--- src/rtl/mmd_consts.svh ---
`ifndef MMD_CONSTS_SVH
`define MMD_CONSTS_SVH
// Address windows
`define MMD_FLASH_BASE   32'h0008_0000
`define MMD_SRAM_BASE    32'h0001_0000
`define MMD_MMR_BASE     32'hFFFF_0000
`define MMD_WIN_SHIFT    16
`define MMD_MMR_SHIFT    16
// Flash geometry in 16-bit words, page size in bytes; SRAM size in 32-bit words
`define MMD_FLASH_WORDS  32768
`define MMD_FLASH_USER   31744
`define MMD_PAGE_BYTES   512
`define MMD_PAGE_SHIFT   9
`define MMD_SRAM_WORDS   2048
// Remap register
`define MMD_REMAP_ADDR   32'hFFFF_0220
`define MMD_REMAP_BIT    0
`define MMD_REMAP_RST    1'b1
// Fast bus register window (flash control and GPIO)
`define MMD_FAST_LO      32'hFFFF_F400
`define MMD_FAST_HI      32'hFFFF_F820
// Cycle costs and the all-zero read word
`define MMD_APB_WAIT     2'h1
`define MMD_ZERO32       32'h0000_0000
`endif

--- src/rtl/mmd_pkg.sv ---
package mmd_pkg;
   typedef enum logic [1:0] {MMD_SZ8, MMD_SZ16, MMD_SZ32} mmd_size_e;
   typedef enum logic [2:0] {
      MMD_T_FLASH, MMD_T_SRAM, MMD_T_FAST, MMD_T_SLOW, MMD_T_REMAP,
      MMD_T_NONE
   } mmd_tgt_e;
endpackage

--- src/rtl/mmd_lane_if.sv ---
`timescale 1ns/1ns
// Byte lane carrier between decoder and lane aligner
interface mmd_lane_if;
   logic [1:0]  size;
   logic [1:0]  lsb;
   logic [31:0] wdata;
   logic [31:0] word_in;
   logic [31:0] wlane;
   logic [3:0]  ben;
   logic [31:0] rdata;
   modport core  (output size, lsb, wdata, word_in,
                  input wlane, ben, rdata);
   modport align (input size, lsb, wdata, word_in,
                  output wlane, ben, rdata);
endinterface

--- src/rtl/mmd_decoder.sv ---
`timescale 1ns/1ns
`include "mmd_consts.svh"
module mmd_decoder #(
   parameter int FLASH_WORDS = `MMD_FLASH_WORDS,
   parameter int SRAM_WORDS  = `MMD_SRAM_WORDS
) (
   input  wire logic        sys_clk_in,
   input  wire logic        nrst_in,
   input  wire logic        req_in,
   input  wire logic        wr_in,
   input  wire logic [1:0]  size_in,
   input  wire logic [31:0] addr_in,
   input  wire logic [31:0] wdata_in,
   input  wire logic [15:0] flash_rdata_in,
   input  wire logic [31:0] sram_rdata_in,
   input  wire logic [31:0] fast_rdata_in,
   input  wire logic [31:0] slow_rdata_in,
   input  wire logic        slow_hit_in,
   output logic             ready_out,
   output logic [31:0]      rdata_out,
   output logic             remap_sram_out,
   output logic             flash_rd_out,
   output logic [14:0]      flash_addr_out,
   output logic             flash_boot_out,
   output logic [7:0]       flash_page_out,
   output logic             sram_en_out,
   output logic             sram_wr_out,
   output logic [10:0]      sram_addr_out,
   output logic [3:0]       sram_ben_out,
   output logic [31:0]      wdata_out,
   output logic             fast_en_out,
   output logic             slow_en_out,
   output logic             per_wr_out,
   output logic [31:0]      per_addr_out,
   output logic [3:0]       per_ben_out
);
   localparam int FAW = $clog2(FLASH_WORDS);
   localparam int SAW = $clog2(SRAM_WORDS);

   typedef enum logic [1:0] {MMD_IDLE, MMD_FL_HI, MMD_SLOW2, MMD_DONE}
      mmd_st_e;

   typedef struct packed {
      mmd_st_e     st;
      logic        remap;
      logic        rdy;
      logic [31:0] rdata;
      logic [15:0] fl_lo;
      logic [31:0] addr;
      logic        wr;
      logic [1:0]  size;
      logic        fl_rd;
      logic [14:0] fl_addr;
      logic        sr_en;
      logic        sr_wr;
      logic [3:0]  ben;
      logic [31:0] wdata;
      logic        fast;
      logic        slow;
      logic        sram0;
      logic        boot;
   } mmd_state_s;

   mmd_state_s cur;
   mmd_state_s next_cur;
   mmd_pkg::mmd_tgt_e tgt;
   logic [31:0]       fl_word;
   logic              take;

   mmd_lane_if lane ();
   mmd_lane_align u_align (
      .lane (lane)
   );

   // ------------------------------------------------------------
   // Address window decode
   // ------------------------------------------------------------
   // Page 0 follows the remap bit; upper pages are the real homes
   function automatic mmd_pkg::mmd_tgt_e decode(input logic [31:0] a,
                                                 input logic remap);
      logic [15:0] pg;
      pg = a[31:`MMD_WIN_SHIFT];
      if (a == `MMD_REMAP_ADDR)
         return mmd_pkg::MMD_T_REMAP;
      if (pg == 16'h0000)
         return remap ? mmd_pkg::MMD_T_FLASH
                      : mmd_pkg::MMD_T_SRAM;
      if (pg == 16'(`MMD_FLASH_BASE >> `MMD_WIN_SHIFT))
         return mmd_pkg::MMD_T_FLASH;
      if (pg == 16'(`MMD_SRAM_BASE >> `MMD_WIN_SHIFT))
         return mmd_pkg::MMD_T_SRAM;
      if (pg[15:1] == 15'h7FFF) begin
         if (a >= `MMD_FAST_LO && a < `MMD_FAST_HI)
            return mmd_pkg::MMD_T_FAST;
         return mmd_pkg::MMD_T_SLOW;
      end
      return mmd_pkg::MMD_T_NONE;
   endfunction

   assign tgt = decode(addr_in, cur.remap);

   // A held request in the ready cycle is the old one, not a new one
   assign take = req_in && cur.st == MMD_IDLE && !cur.rdy;

   // Flash halfwords joined little-endian, low half first; a narrow
   // read fetched one halfword, which then sits in both lanes
   assign fl_word = (cur.size == 2'h2) ? {flash_rdata_in, cur.fl_lo}
                                       : {2{cur.fl_lo}};

   assign lane.size    = (cur.st == MMD_IDLE) ? size_in : cur.size;
   assign lane.lsb     = (cur.st == MMD_IDLE) ? addr_in[1:0] : cur.addr[1:0];
   assign lane.wdata   = wdata_in;
   assign lane.word_in = fl_word;

   // ------------------------------------------------------------
   // Next state
   // ------------------------------------------------------------
   always_comb begin
      next_cur       = cur;
      next_cur.rdy   = 1'b0;
      next_cur.fl_rd = 1'b0;
      next_cur.sr_en = 1'b0;
      next_cur.sr_wr = 1'b0;
      next_cur.fast  = 1'b0;
      next_cur.slow  = 1'b0;
      unique case (cur.st)
         MMD_IDLE: begin
            if (take) begin
               next_cur.addr  = addr_in;
               next_cur.wr    = wr_in;
               next_cur.size  = size_in;
               // Lanes steered once here, so the write data is a flop
               next_cur.wdata = lane.wlane;
               next_cur.ben   = lane.ben;
               unique case (tgt)
                  mmd_pkg::MMD_T_FLASH: begin
                     // Writes go through flash control, not here
                     next_cur.fl_rd   = !wr_in;
                     next_cur.fl_addr = (size_in == 2'h2)
                        ? {addr_in[FAW:2], 1'b0}
                        : addr_in[FAW:1];
                     next_cur.st      = wr_in ? MMD_DONE : MMD_FL_HI;
                  end
                  mmd_pkg::MMD_T_SRAM: begin
                     next_cur.sr_en = 1'b1;
                     next_cur.sr_wr = wr_in;
                     next_cur.st    = MMD_DONE;
                  end
                  mmd_pkg::MMD_T_FAST: begin
                     next_cur.fast = 1'b1;
                     next_cur.st   = MMD_DONE;
                  end
                  mmd_pkg::MMD_T_SLOW: begin
                     next_cur.slow = 1'b1;
                     next_cur.st   = MMD_SLOW2;
                  end
                  mmd_pkg::MMD_T_REMAP: begin
                     if (wr_in)
                        next_cur.remap = wdata_in[`MMD_REMAP_BIT];
                     next_cur.rdata = {31'h0000_0000, cur.remap};
                     next_cur.rdy   = 1'b1;
                  end
                  default: begin
                     next_cur.rdata = `MMD_ZERO32;
                     next_cur.rdy   = 1'b1;
                  end
               endcase
            end
         end
         MMD_FL_HI: begin
            // Second 16-bit read in the very next cycle
            next_cur.fl_lo = flash_rdata_in;
            if (cur.size == 2'h2) begin
               next_cur.fl_rd   = 1'b1;
               next_cur.fl_addr = cur.fl_addr + 15'h0001;
            end
            next_cur.st = MMD_DONE;
         end
         MMD_SLOW2: begin
            next_cur.slow = 1'b1;
            next_cur.st   = MMD_DONE;
         end
         MMD_DONE: begin
            next_cur.rdy = 1'b1;
            next_cur.st  = MMD_IDLE;
            if (cur.wr)
               next_cur.rdata = `MMD_ZERO32;
            else
               // Flash reads steered by size and low address bits
               next_cur.rdata = lane.rdata;
            if (cur.sr_en)
               next_cur.rdata = cur.wr ? `MMD_ZERO32 : sram_rdata_in;
            if (cur.fast)
               next_cur.rdata = fast_rdata_in;
            if (cur.slow)
               // Empty slow slots read zero, no stall
               next_cur.rdata = slow_hit_in ? slow_rdata_in
                                            : `MMD_ZERO32;
         end
      endcase
      // Synchronous reset wins over any request in the same cycle
      if (!nrst_in) begin
         next_cur       = '0;
         next_cur.st    = MMD_IDLE;
         next_cur.remap = `MMD_REMAP_RST;
      end
      // Registered copies so those outputs come straight from flops
      next_cur.sram0 = !next_cur.remap;
      next_cur.boot  = next_cur.fl_addr >= 15'(`MMD_FLASH_USER);
   end

   // ------------------------------------------------------------
   // State register
   // ------------------------------------------------------------
   // Reset is folded into next_cur above
   always_ff @(posedge sys_clk_in) begin
      cur <= next_cur;
   end

   // ------------------------------------------------------------
   // Outputs straight from state
   // ------------------------------------------------------------
   assign ready_out      = cur.rdy;
   assign rdata_out      = cur.rdata;
   assign remap_sram_out = cur.sram0;
   assign flash_rd_out   = cur.fl_rd;
   assign flash_addr_out = cur.fl_addr;
   // Boot kernel lives in the top 1k words
   assign flash_boot_out = cur.boot;
   assign flash_page_out = {1'b0, cur.addr[15:`MMD_PAGE_SHIFT]};
   assign sram_en_out    = cur.sr_en;
   assign sram_wr_out    = cur.sr_wr;
   assign sram_addr_out  = cur.addr[SAW+1:2];
   assign sram_ben_out   = cur.ben;
   assign wdata_out      = cur.wdata;
   assign fast_en_out    = cur.fast;
   assign slow_en_out    = cur.slow;
   assign per_wr_out     = cur.wr;
   assign per_addr_out   = cur.addr;
   assign per_ben_out    = cur.ben;
endmodule

--- src/rtl/mmd_lane_align.sv ---
`timescale 1ns/1ns
// Little-endian lane steering: byte n of a word sits at address n
module mmd_lane_align (
   mmd_lane_if.align lane
);
   // ------------------------------------------------------------
   // Write replication and read extraction
   // ------------------------------------------------------------
   always_comb begin
      lane.wlane = 32'h0000_0000;
      lane.ben   = 4'h0;
      lane.rdata = 32'h0000_0000;
      unique case (lane.size)
         2'h0: begin
            lane.wlane = {4{lane.wdata[7:0]}};
            lane.ben   = 4'h1 << lane.lsb;
            lane.rdata = {24'h00_0000,
               lane.word_in[{lane.lsb, 3'h0} +: 8]};
         end
         2'h1: begin
            lane.wlane = {2{lane.wdata[15:0]}};
            lane.ben   = lane.lsb[1] ? 4'hC : 4'h3;
            lane.rdata = {16'h0000,
               lane.word_in[{lane.lsb[1], 4'h0} +: 16]};
         end
         default: begin
            lane.wlane = lane.wdata;
            lane.ben   = 4'hF;
            lane.rdata = lane.word_in;
         end
      endcase
   end
endmodule

--- config.mk ---
export PLATFORM = sky130hd
export DESIGN_NAME = mmd_decoder
export DESIGN_NICKNAME = d
export VERILOG_FILES = /design/src/rtl/mmd_pkg.sv /design/src/rtl/mmd_lane_if.sv /design/src/rtl/mmd_decoder.sv /design/src/rtl/mmd_lane_align.sv
export VERILOG_INCLUDE_DIRS = /design/src /design/src/rtl
export SDC_FILE = /design/constraint.sdc
export NUM_CORES = 1
export LEC_CHECK = 0
export ABC_AREA = 0
export BUFFER_PORTS_ARGS = -buffer_cell sky130_fd_sc_hd__buf_2
export CORE_ASPECT_RATIO = 1.75
export CORE_MARGIN = 4
export CORE_UTILIZATION = 54
export DETAILED_ROUTE_END_ITERATION = 10
export MAX_ROUTING_LAYER = met4
export PLACE_DENSITY_LB_ADDON = 0.2
export SKIP_CTS_REPAIR_TIMING = 1
export SLEW_MARGIN = 20
export SYNTH_ARGS = -nofsm -noshare
export SYNTH_HDL_FRONTEND = slang
export SYNTH_SLANG_ARGS = --single-unit
--- constraint.sdc ---
create_clock -name sys_clk_in -period 3.9 [get_ports sys_clk_in]
set_clock_uncertainty 0.2 [all_clocks]
set_input_delay 0.195 -clock sys_clk_in [delete_from_list [all_inputs] [get_ports sys_clk_in]]
set_output_delay 0.195 -clock sys_clk_in [all_outputs]
set_load 0.01 [all_outputs]
Word-level counts from Yosys, hierarchy flattened

Cells that the tools add are included.

Add/subtract/negate cells: 1
$lt $le $gt $ge: 3
Eq/ne operators: 17
Shifts and indexed selects: 3
Multiplexer cells: 69
Reduce and logical (&&, ||, !) cells: 19

Operators with widths:

| kind                                                 | number |
|---|---|
| 2-to-1 mux 32 bit                                    | 7 |
| 2-to-1 mux 143 bit                                   | 1 |
| one-hot mux 33 bit (2 select lines)                  | 2 |
| one-hot mux 32 bit (2 select lines)                  | 2 |
| 2-to-1 mux 91 bit                                    | 1 |
| 2-to-1 mux 16 bit                                    | 3 |
| 2-to-1 mux 39 bit                                    | 1 |
| 2-to-1 mux 3 bit                                     | 12 |
| 2-to-1 mux 36 bit                                    | 1 |
| 2-to-1 mux 35 bit                                    | 1 |
| equality test 32 bit, second input constant          | 1 |
| >= comparator 32 bit, second input constant          | 1 |
| less-than comparator 32 bit, second input constant   | 1 |
| one-hot mux 16 bit (2 select lines)                  | 1 |
| indexed part select 32 x 6 -> 16 bit                 | 1 |
| indexed part select 32 x 6 -> 8 bit                  | 1 |
| 2-to-1 mux 1 bit                                     | 28 |
| equality test 16 x 1 -> 1 bit, second input constant | 1 |
| equality test 16 x 4 -> 1 bit, second input constant | 1 |
| logical NOT 16 bit                                   | 1 |
| adder 15 x 1 -> 15 bit, second input constant        | 1 |
| equality test 15 bit, second input constant          | 1 |
| >= comparator 15 bit, second input constant          | 1 |
| one-hot mux 2 bit (3 select lines)                   | 2 |
| other kinds (22)                                     | 39 |

Flip-flop bits (word level): 145
Bits of input ports: 183
Output and inout port bits: 147
Logic and storage cells: 130

Depth between registers and ports, before layout

Word-level depth: 26
Depth in mapped cells: 11
Mapped depth without buffers: 8

Modules after synthesis

A second synthesis with hierarchy kept.

Cell total of the unflattened synthesis: 1168
Area total of the unflattened synthesis: 9511.6 um^2

Modules (own cells, without submodules):

| module         | instances | cells each | area an instance (um^2) | seq. area each (um^2) |
|---|---|---|---|---|
| mmd_decoder    | 1         | 1041       | 8514.4                  | 2902.8 |
| mmd_lane_align | 1         | 127        | 997.2                   | 0.0 |

Least setup slack after synthesis

OpenSTA, ideal clock, no wires.

Path type: flip-flop to flip-flop
Start: register cur[143] (netlist name)
End: register cur, in the netlist rdata_out[0]
Library setup time: 0.117 ns
Arrival time: 2.202 ns
Required time: 3.583 ns
Setup slack: 1.381 ns
Cell stages (with the launch flop): 10
Path buffers: 1
Period minus slack after synthesis: 2.519 ns
Cell sequence: dfxtp_1 -> inv_1 -> ha_1 -> buf_4 -> mux2i_4 -> nor2_4 -> mux2_1 -> o221a_1 -> a221o_1 -> a32o_1

Longest elaborated chain between the ends: 9
Elaborated cells between the ends (all ways): 20
Those cells by class: eq/ne: 4; shift: 2; mux: 8; reduce/logical: 6

RTL lines:

| element                                                            | line                                   | RTL |
|---|---|---|
| from (decl)                                                        | mmd_decoder.sv:64                      | `mmd_state_s cur;` |
| from (signal assigned)                                             | mmd_decoder.sv:217                     | `cur <= next_cur;` |
| logical NOT 2 bit                                                  | n/a                                    |  |
| 2-to-1 mux 2 bit (on tied branches)                                | mmd_decoder.sv:111, mmd_decoder.sv:110 |  |
| indexed part select 32 x 6 -> 16 bit, or another cell as far along | mmd_lane_align.sv:24                   | `lane.word_in[{lane.lsb[1], 4'h0} +: 16]};` |
| one-hot mux 32 bit (2 select lines)                                | mmd_lane_align.sv:13                   | `unique case (lane.size)` |
| 2-to-1 mux 32 bit                                                  | mmd_decoder.sv:186                     | `if (cur.wr)` |
| 2-to-1 mux 32 bit                                                  | mmd_decoder.sv:191                     | `if (cur.sr_en)` |
| 2-to-1 mux 32 bit                                                  | mmd_decoder.sv:193                     | `if (cur.fast)` |
| 2-to-1 mux 32 bit                                                  | mmd_decoder.sv:195                     | `if (cur.slow)` |
| one-hot mux 33 bit (2 select lines)                                | mmd_decoder.sv:126                     | `unique case (cur.st)` |

Parallel ways exist; a longest one is shown, timed or not.
A chain may end at the register's enable or synchronous reset.

Worst setup path in the final report

Start: register cur[143] (netlist name)
End: register cur, in the netlist rdata_out[13]

Longest elaborated chain between the ends: 9
Elaborated cells between the ends (all ways): 19
Those cells by class: eq/ne: 4; shift: 1; mux: 8; reduce/logical: 6

RTL lines:

| element                                                            | line |
|---|---|
| logical NOT 2 bit                                                  | n/a |
| 2-to-1 mux 2 bit (on tied branches)                                | mmd_decoder.sv:111, mmd_decoder.sv:110 |
| indexed part select 32 x 6 -> 16 bit, or another cell as far along | mmd_lane_align.sv:24 |
| one-hot mux 32 bit (2 select lines)                                | mmd_lane_align.sv:13 |
| 2-to-1 mux 32 bit                                                  | mmd_decoder.sv:186 |
| 2-to-1 mux 32 bit                                                  | mmd_decoder.sv:191 |
| 2-to-1 mux 32 bit                                                  | mmd_decoder.sv:193 |
| 2-to-1 mux 32 bit                                                  | mmd_decoder.sv:195 |
| one-hot mux 33 bit (2 select lines)                                | mmd_decoder.sv:126 |

Parallel ways exist; a longest one is shown, timed or not.

==> run metrics <==
met3 Usage GRT=0.05133; Final Hold Slack=-35.87 ps; Core Footprint=16030 µm²; initial antenna violation count=0; fin crit period=3562 ps; top_reg_cell synth=dfxtp_1; critical path arrival=3730 ps; largest net degree at the start of global routing=64; H-tree Lvls=4; die area=18700 µm²; Pins Over Slew Limit=0; mapped cell area=8911 µm²; RSZ-0062 raised after global routing=false; DRT antenna net count=0; M1 GR Usage=0.3280; Worst-Margin Slew=1053 ps; CP max-delay cell=dlygate4sd3_1; Vias/cell=5.751; drt first pass iters=8; sequential share of the synthesized area=0.3258; DR WL/cell=19.43 µm; layout cell share with drive strength beyond 1=0.2976; FF-to-FF path depth=9; pre-CTS WS=870.0 ps; final setup TNS=0 ps; Final Util=0.7151; Worst Path Required=4070 ps; grt ovf=0; GP Congestion=0.9966; net count after synthesis=1285; CP Class=reg -> reg; initial core utilization=0.5560; max-cap viol count=0; hold depth=4; post-DP HPWL=21.55 mm; asr flop ratio synth=0; crit path max fanout=28; final WL=30.64 mm; worst-skew pair later-pin latency=420 ps; CP peak stage delay=550 ps; Clock Pin Slew Worst Setup and Hold Paths=70 ps; Syn Area/Cell=8.123 µm²; CTS max path bufs=2; n_diodes=0; setup violators final=0; Top delay family on crit path=compound AO/OA/AOI/OAI gates; Syn-to-layout area delta=28.62%; P_leak=5.107 nW; Yosys reg bits=145; I/O pins=330; clk sinks=145; met2 Track Usage GR=0.5260; row count=61; Peak VDD IR=266.3 µV; Fmax=280.7 MHz; GRT Util Overall=0.2997; Post-synth EDFFs=0; grt peak-use layer=met2; 1st-iter DRT viols=702; Pwr Density=342.4 nW/µm²; status=finished with violations; worst-path cell chain=inv_1 -> ha_1 -> mux2_4 -> nor4_4 -> a21oi_1 -> a221oi_1 -> a211o_1 -> a32o_1 -> dlygate4sd3_1; height of the chip=177.9 µm; via count=9069; CP Capture Type=flop; die width=105.1 µm; CTS tree=done; Final Hold Fails=7; # DRC=0; Synth Instances=1097; Slew headroom=0.2841; Netlist cell types=75; WP depth=9; failing checks=negative hold slack; Syn. warnings=0; Final #Nets=1563; CTS Buf Count=17; PortBufs=328; global-route wire length before repair=43.28 mm; number of global-route vias before repair=8140; CTS root buffer=clkbuf_16; Hold Path Class=in -> reg; crit share post-route=0.9134; Worst Setup Start Kind=flop; smallest setup slack after layout=337.8 ps; Worst Path Buf+Inv=2
-- synthesized netlist by cell type, types with 3 or more instances --
| library cell | n | share of area |
|---|---|---|
| mux2_1 | 4 | 0.0051 |
| a21boi_0 | 43 | 0.036 |
| a211o_1 | 8 | 0.0079 |
| clkbuf_1 | 54 | 0.023 |
| buf_6 | 4 | 0.0051 |
| nor2b_1 | 30 | 0.021 |
| o21ai_1 | 16 | 0.0090 |
| o221ai_1 | 7 | 0.0069 |
| a32o_1 | 18 | 0.020 |
| nand4_1 | 8 | 0.0056 |
| nor3_1 | 8 | 0.0045 |
| a21oi_1 | 32 | 0.018 |
| a211oi_1 | 9 | 0.0076 |
| mux2i_1 | 39 | 0.044 |
| xnor2_1 | 9 | 0.0088 |
| a31oi_1 | 17 | 0.012 |
| a21boi_1 | 4 | 0.0034 |
| a21o_1 | 3 | 0.0025 |
| inv_1 | 17 | 0.0072 |
| nand3_1 | 20 | 0.011 |
| and3_1 | 3 | 0.0021 |
| nor2_1 | 23 | 0.0097 |
| o21ai_0 | 55 | 0.031 |
| buf_2 | 11 | 0.0062 |
| a22o_1 | 17 | 0.017 |
| ha_1 | 5 | 0.0070 |
| buf_1 | 3 | 0.0013 |
| nand2_1 | 206 | 0.087 |
| buf_4 | 140 | 0.12 |
| xor2_1 | 3 | 0.0029 |
| and2_1 | 9 | 0.0063 |
| a221oi_1 | 10 | 0.0098 |
| a22oi_1 | 36 | 0.030 |
| nand2b_1 | 3 | 0.0021 |
| o211a_1 | 8 | 0.0090 |
| mux2_2 | 9 | 0.011 |
| o21a_1 | 4 | 0.0034 |
| dfxtp_1 | 145 | 0.33 |
| nor4_1 | 8 | 0.0056 |
-- metrics by stage --
stage          instances  instance area [µm²]  total power [mW]
2_1_floorplan       1097                 8911             1.923
5_1_grt             1577                11460             4.046
4_1_cts             1452                10210             3.828
3_3_place_gp        1420                 9588             2.086
3_5_place_dp        1420                 9588             2.090
6_report            1577                11460             3.925
-- registers in the layout, indices dropped and copies added, names as in the netlist --
signal	cells
cur	21
fast_en_out	1
flash_addr_out	15
flash_boot_out	1
flash_rd_out	1
per_addr_out	32
per_ben_out	4
per_wr_out	1
rdata_out	32
ready_out	1
remap_sram_out	1
slow_en_out	1
sram_en_out	1
sram_wr_out	1
wdata_out	32
-- worst paths after layout --
check	from	end	slack, ps
setup reg to reg	cur[143]	rdata_out[13]	340
setup / recovery	cur[143]	rdata_out[13]	340
hold reg to reg	wdata_out[0]	wdata_out[0]	260
hold / removal	fast_rdata_in[3]	rdata_out[3]	-40
-- layout by cell type, fill, tap and decap left out, drive strengths merged, types with 18 or more instances in the layout --
cell         Yosys  routed
o21ai           72      72
nor2b           30      30
a21oi           33      33
nand3           20      20
inv             17      26
a22oi           36      36
mux2i           41      41
dfxtp          145     145
a21boi          47      47
buf            158     346
nor2            25      25
a32o            18      18
nand2          206     206
dlygate4sd3      0     125
-- final cells by class --
class	count	area [µm²]
Inverter	17	63.81
Clock inverter	15	196.4
Fill cell	1279	4567
Sequential cell	145	2903
Tap cell	189	236.5
Multi-Input combinational cell	723	4596
Clock buffer	17	425.4
Timing Repair Buffer	471	3040
-- routing by layer --
metal	vias to the layer above	routed length [µm]
li1	4305	-
met1	4198	11340
met2	460	15700
met3	106	1915
met4	0	1681
met5	-	0
-- worst reg2reg max path, stage by stage, from the launching register on --
cell and delay [ps]:
dfxtp_1 350, inv_1 100, ha_1 510, mux2_4 500
nor4_4 540, a21oi_1 130, a221oi_1 300, a211o_1 160
a32o_1 190, dlygate4sd3_1 550
-- power by group --
part	internal [mW]	switching (mW)
sequential	1.53	0.0370
clock	1.03	0.727
combinational	0.283	0.312
-- logic make-up after synthesis --
| group | share of synthesized area |
|---|---|
| other cells | 0.0004208 |
| simple gates | 0.1806 |
| xor+xnor | 0.01180 |
| buf+inv | 0.1603 |
| fa+ha+maj | 0.007020 |
| compound gates | 0.2481 |
| mux | 0.06599 |
| flops | 0.3258 |
Note: power is estimated with default switching activity, not from simulation.
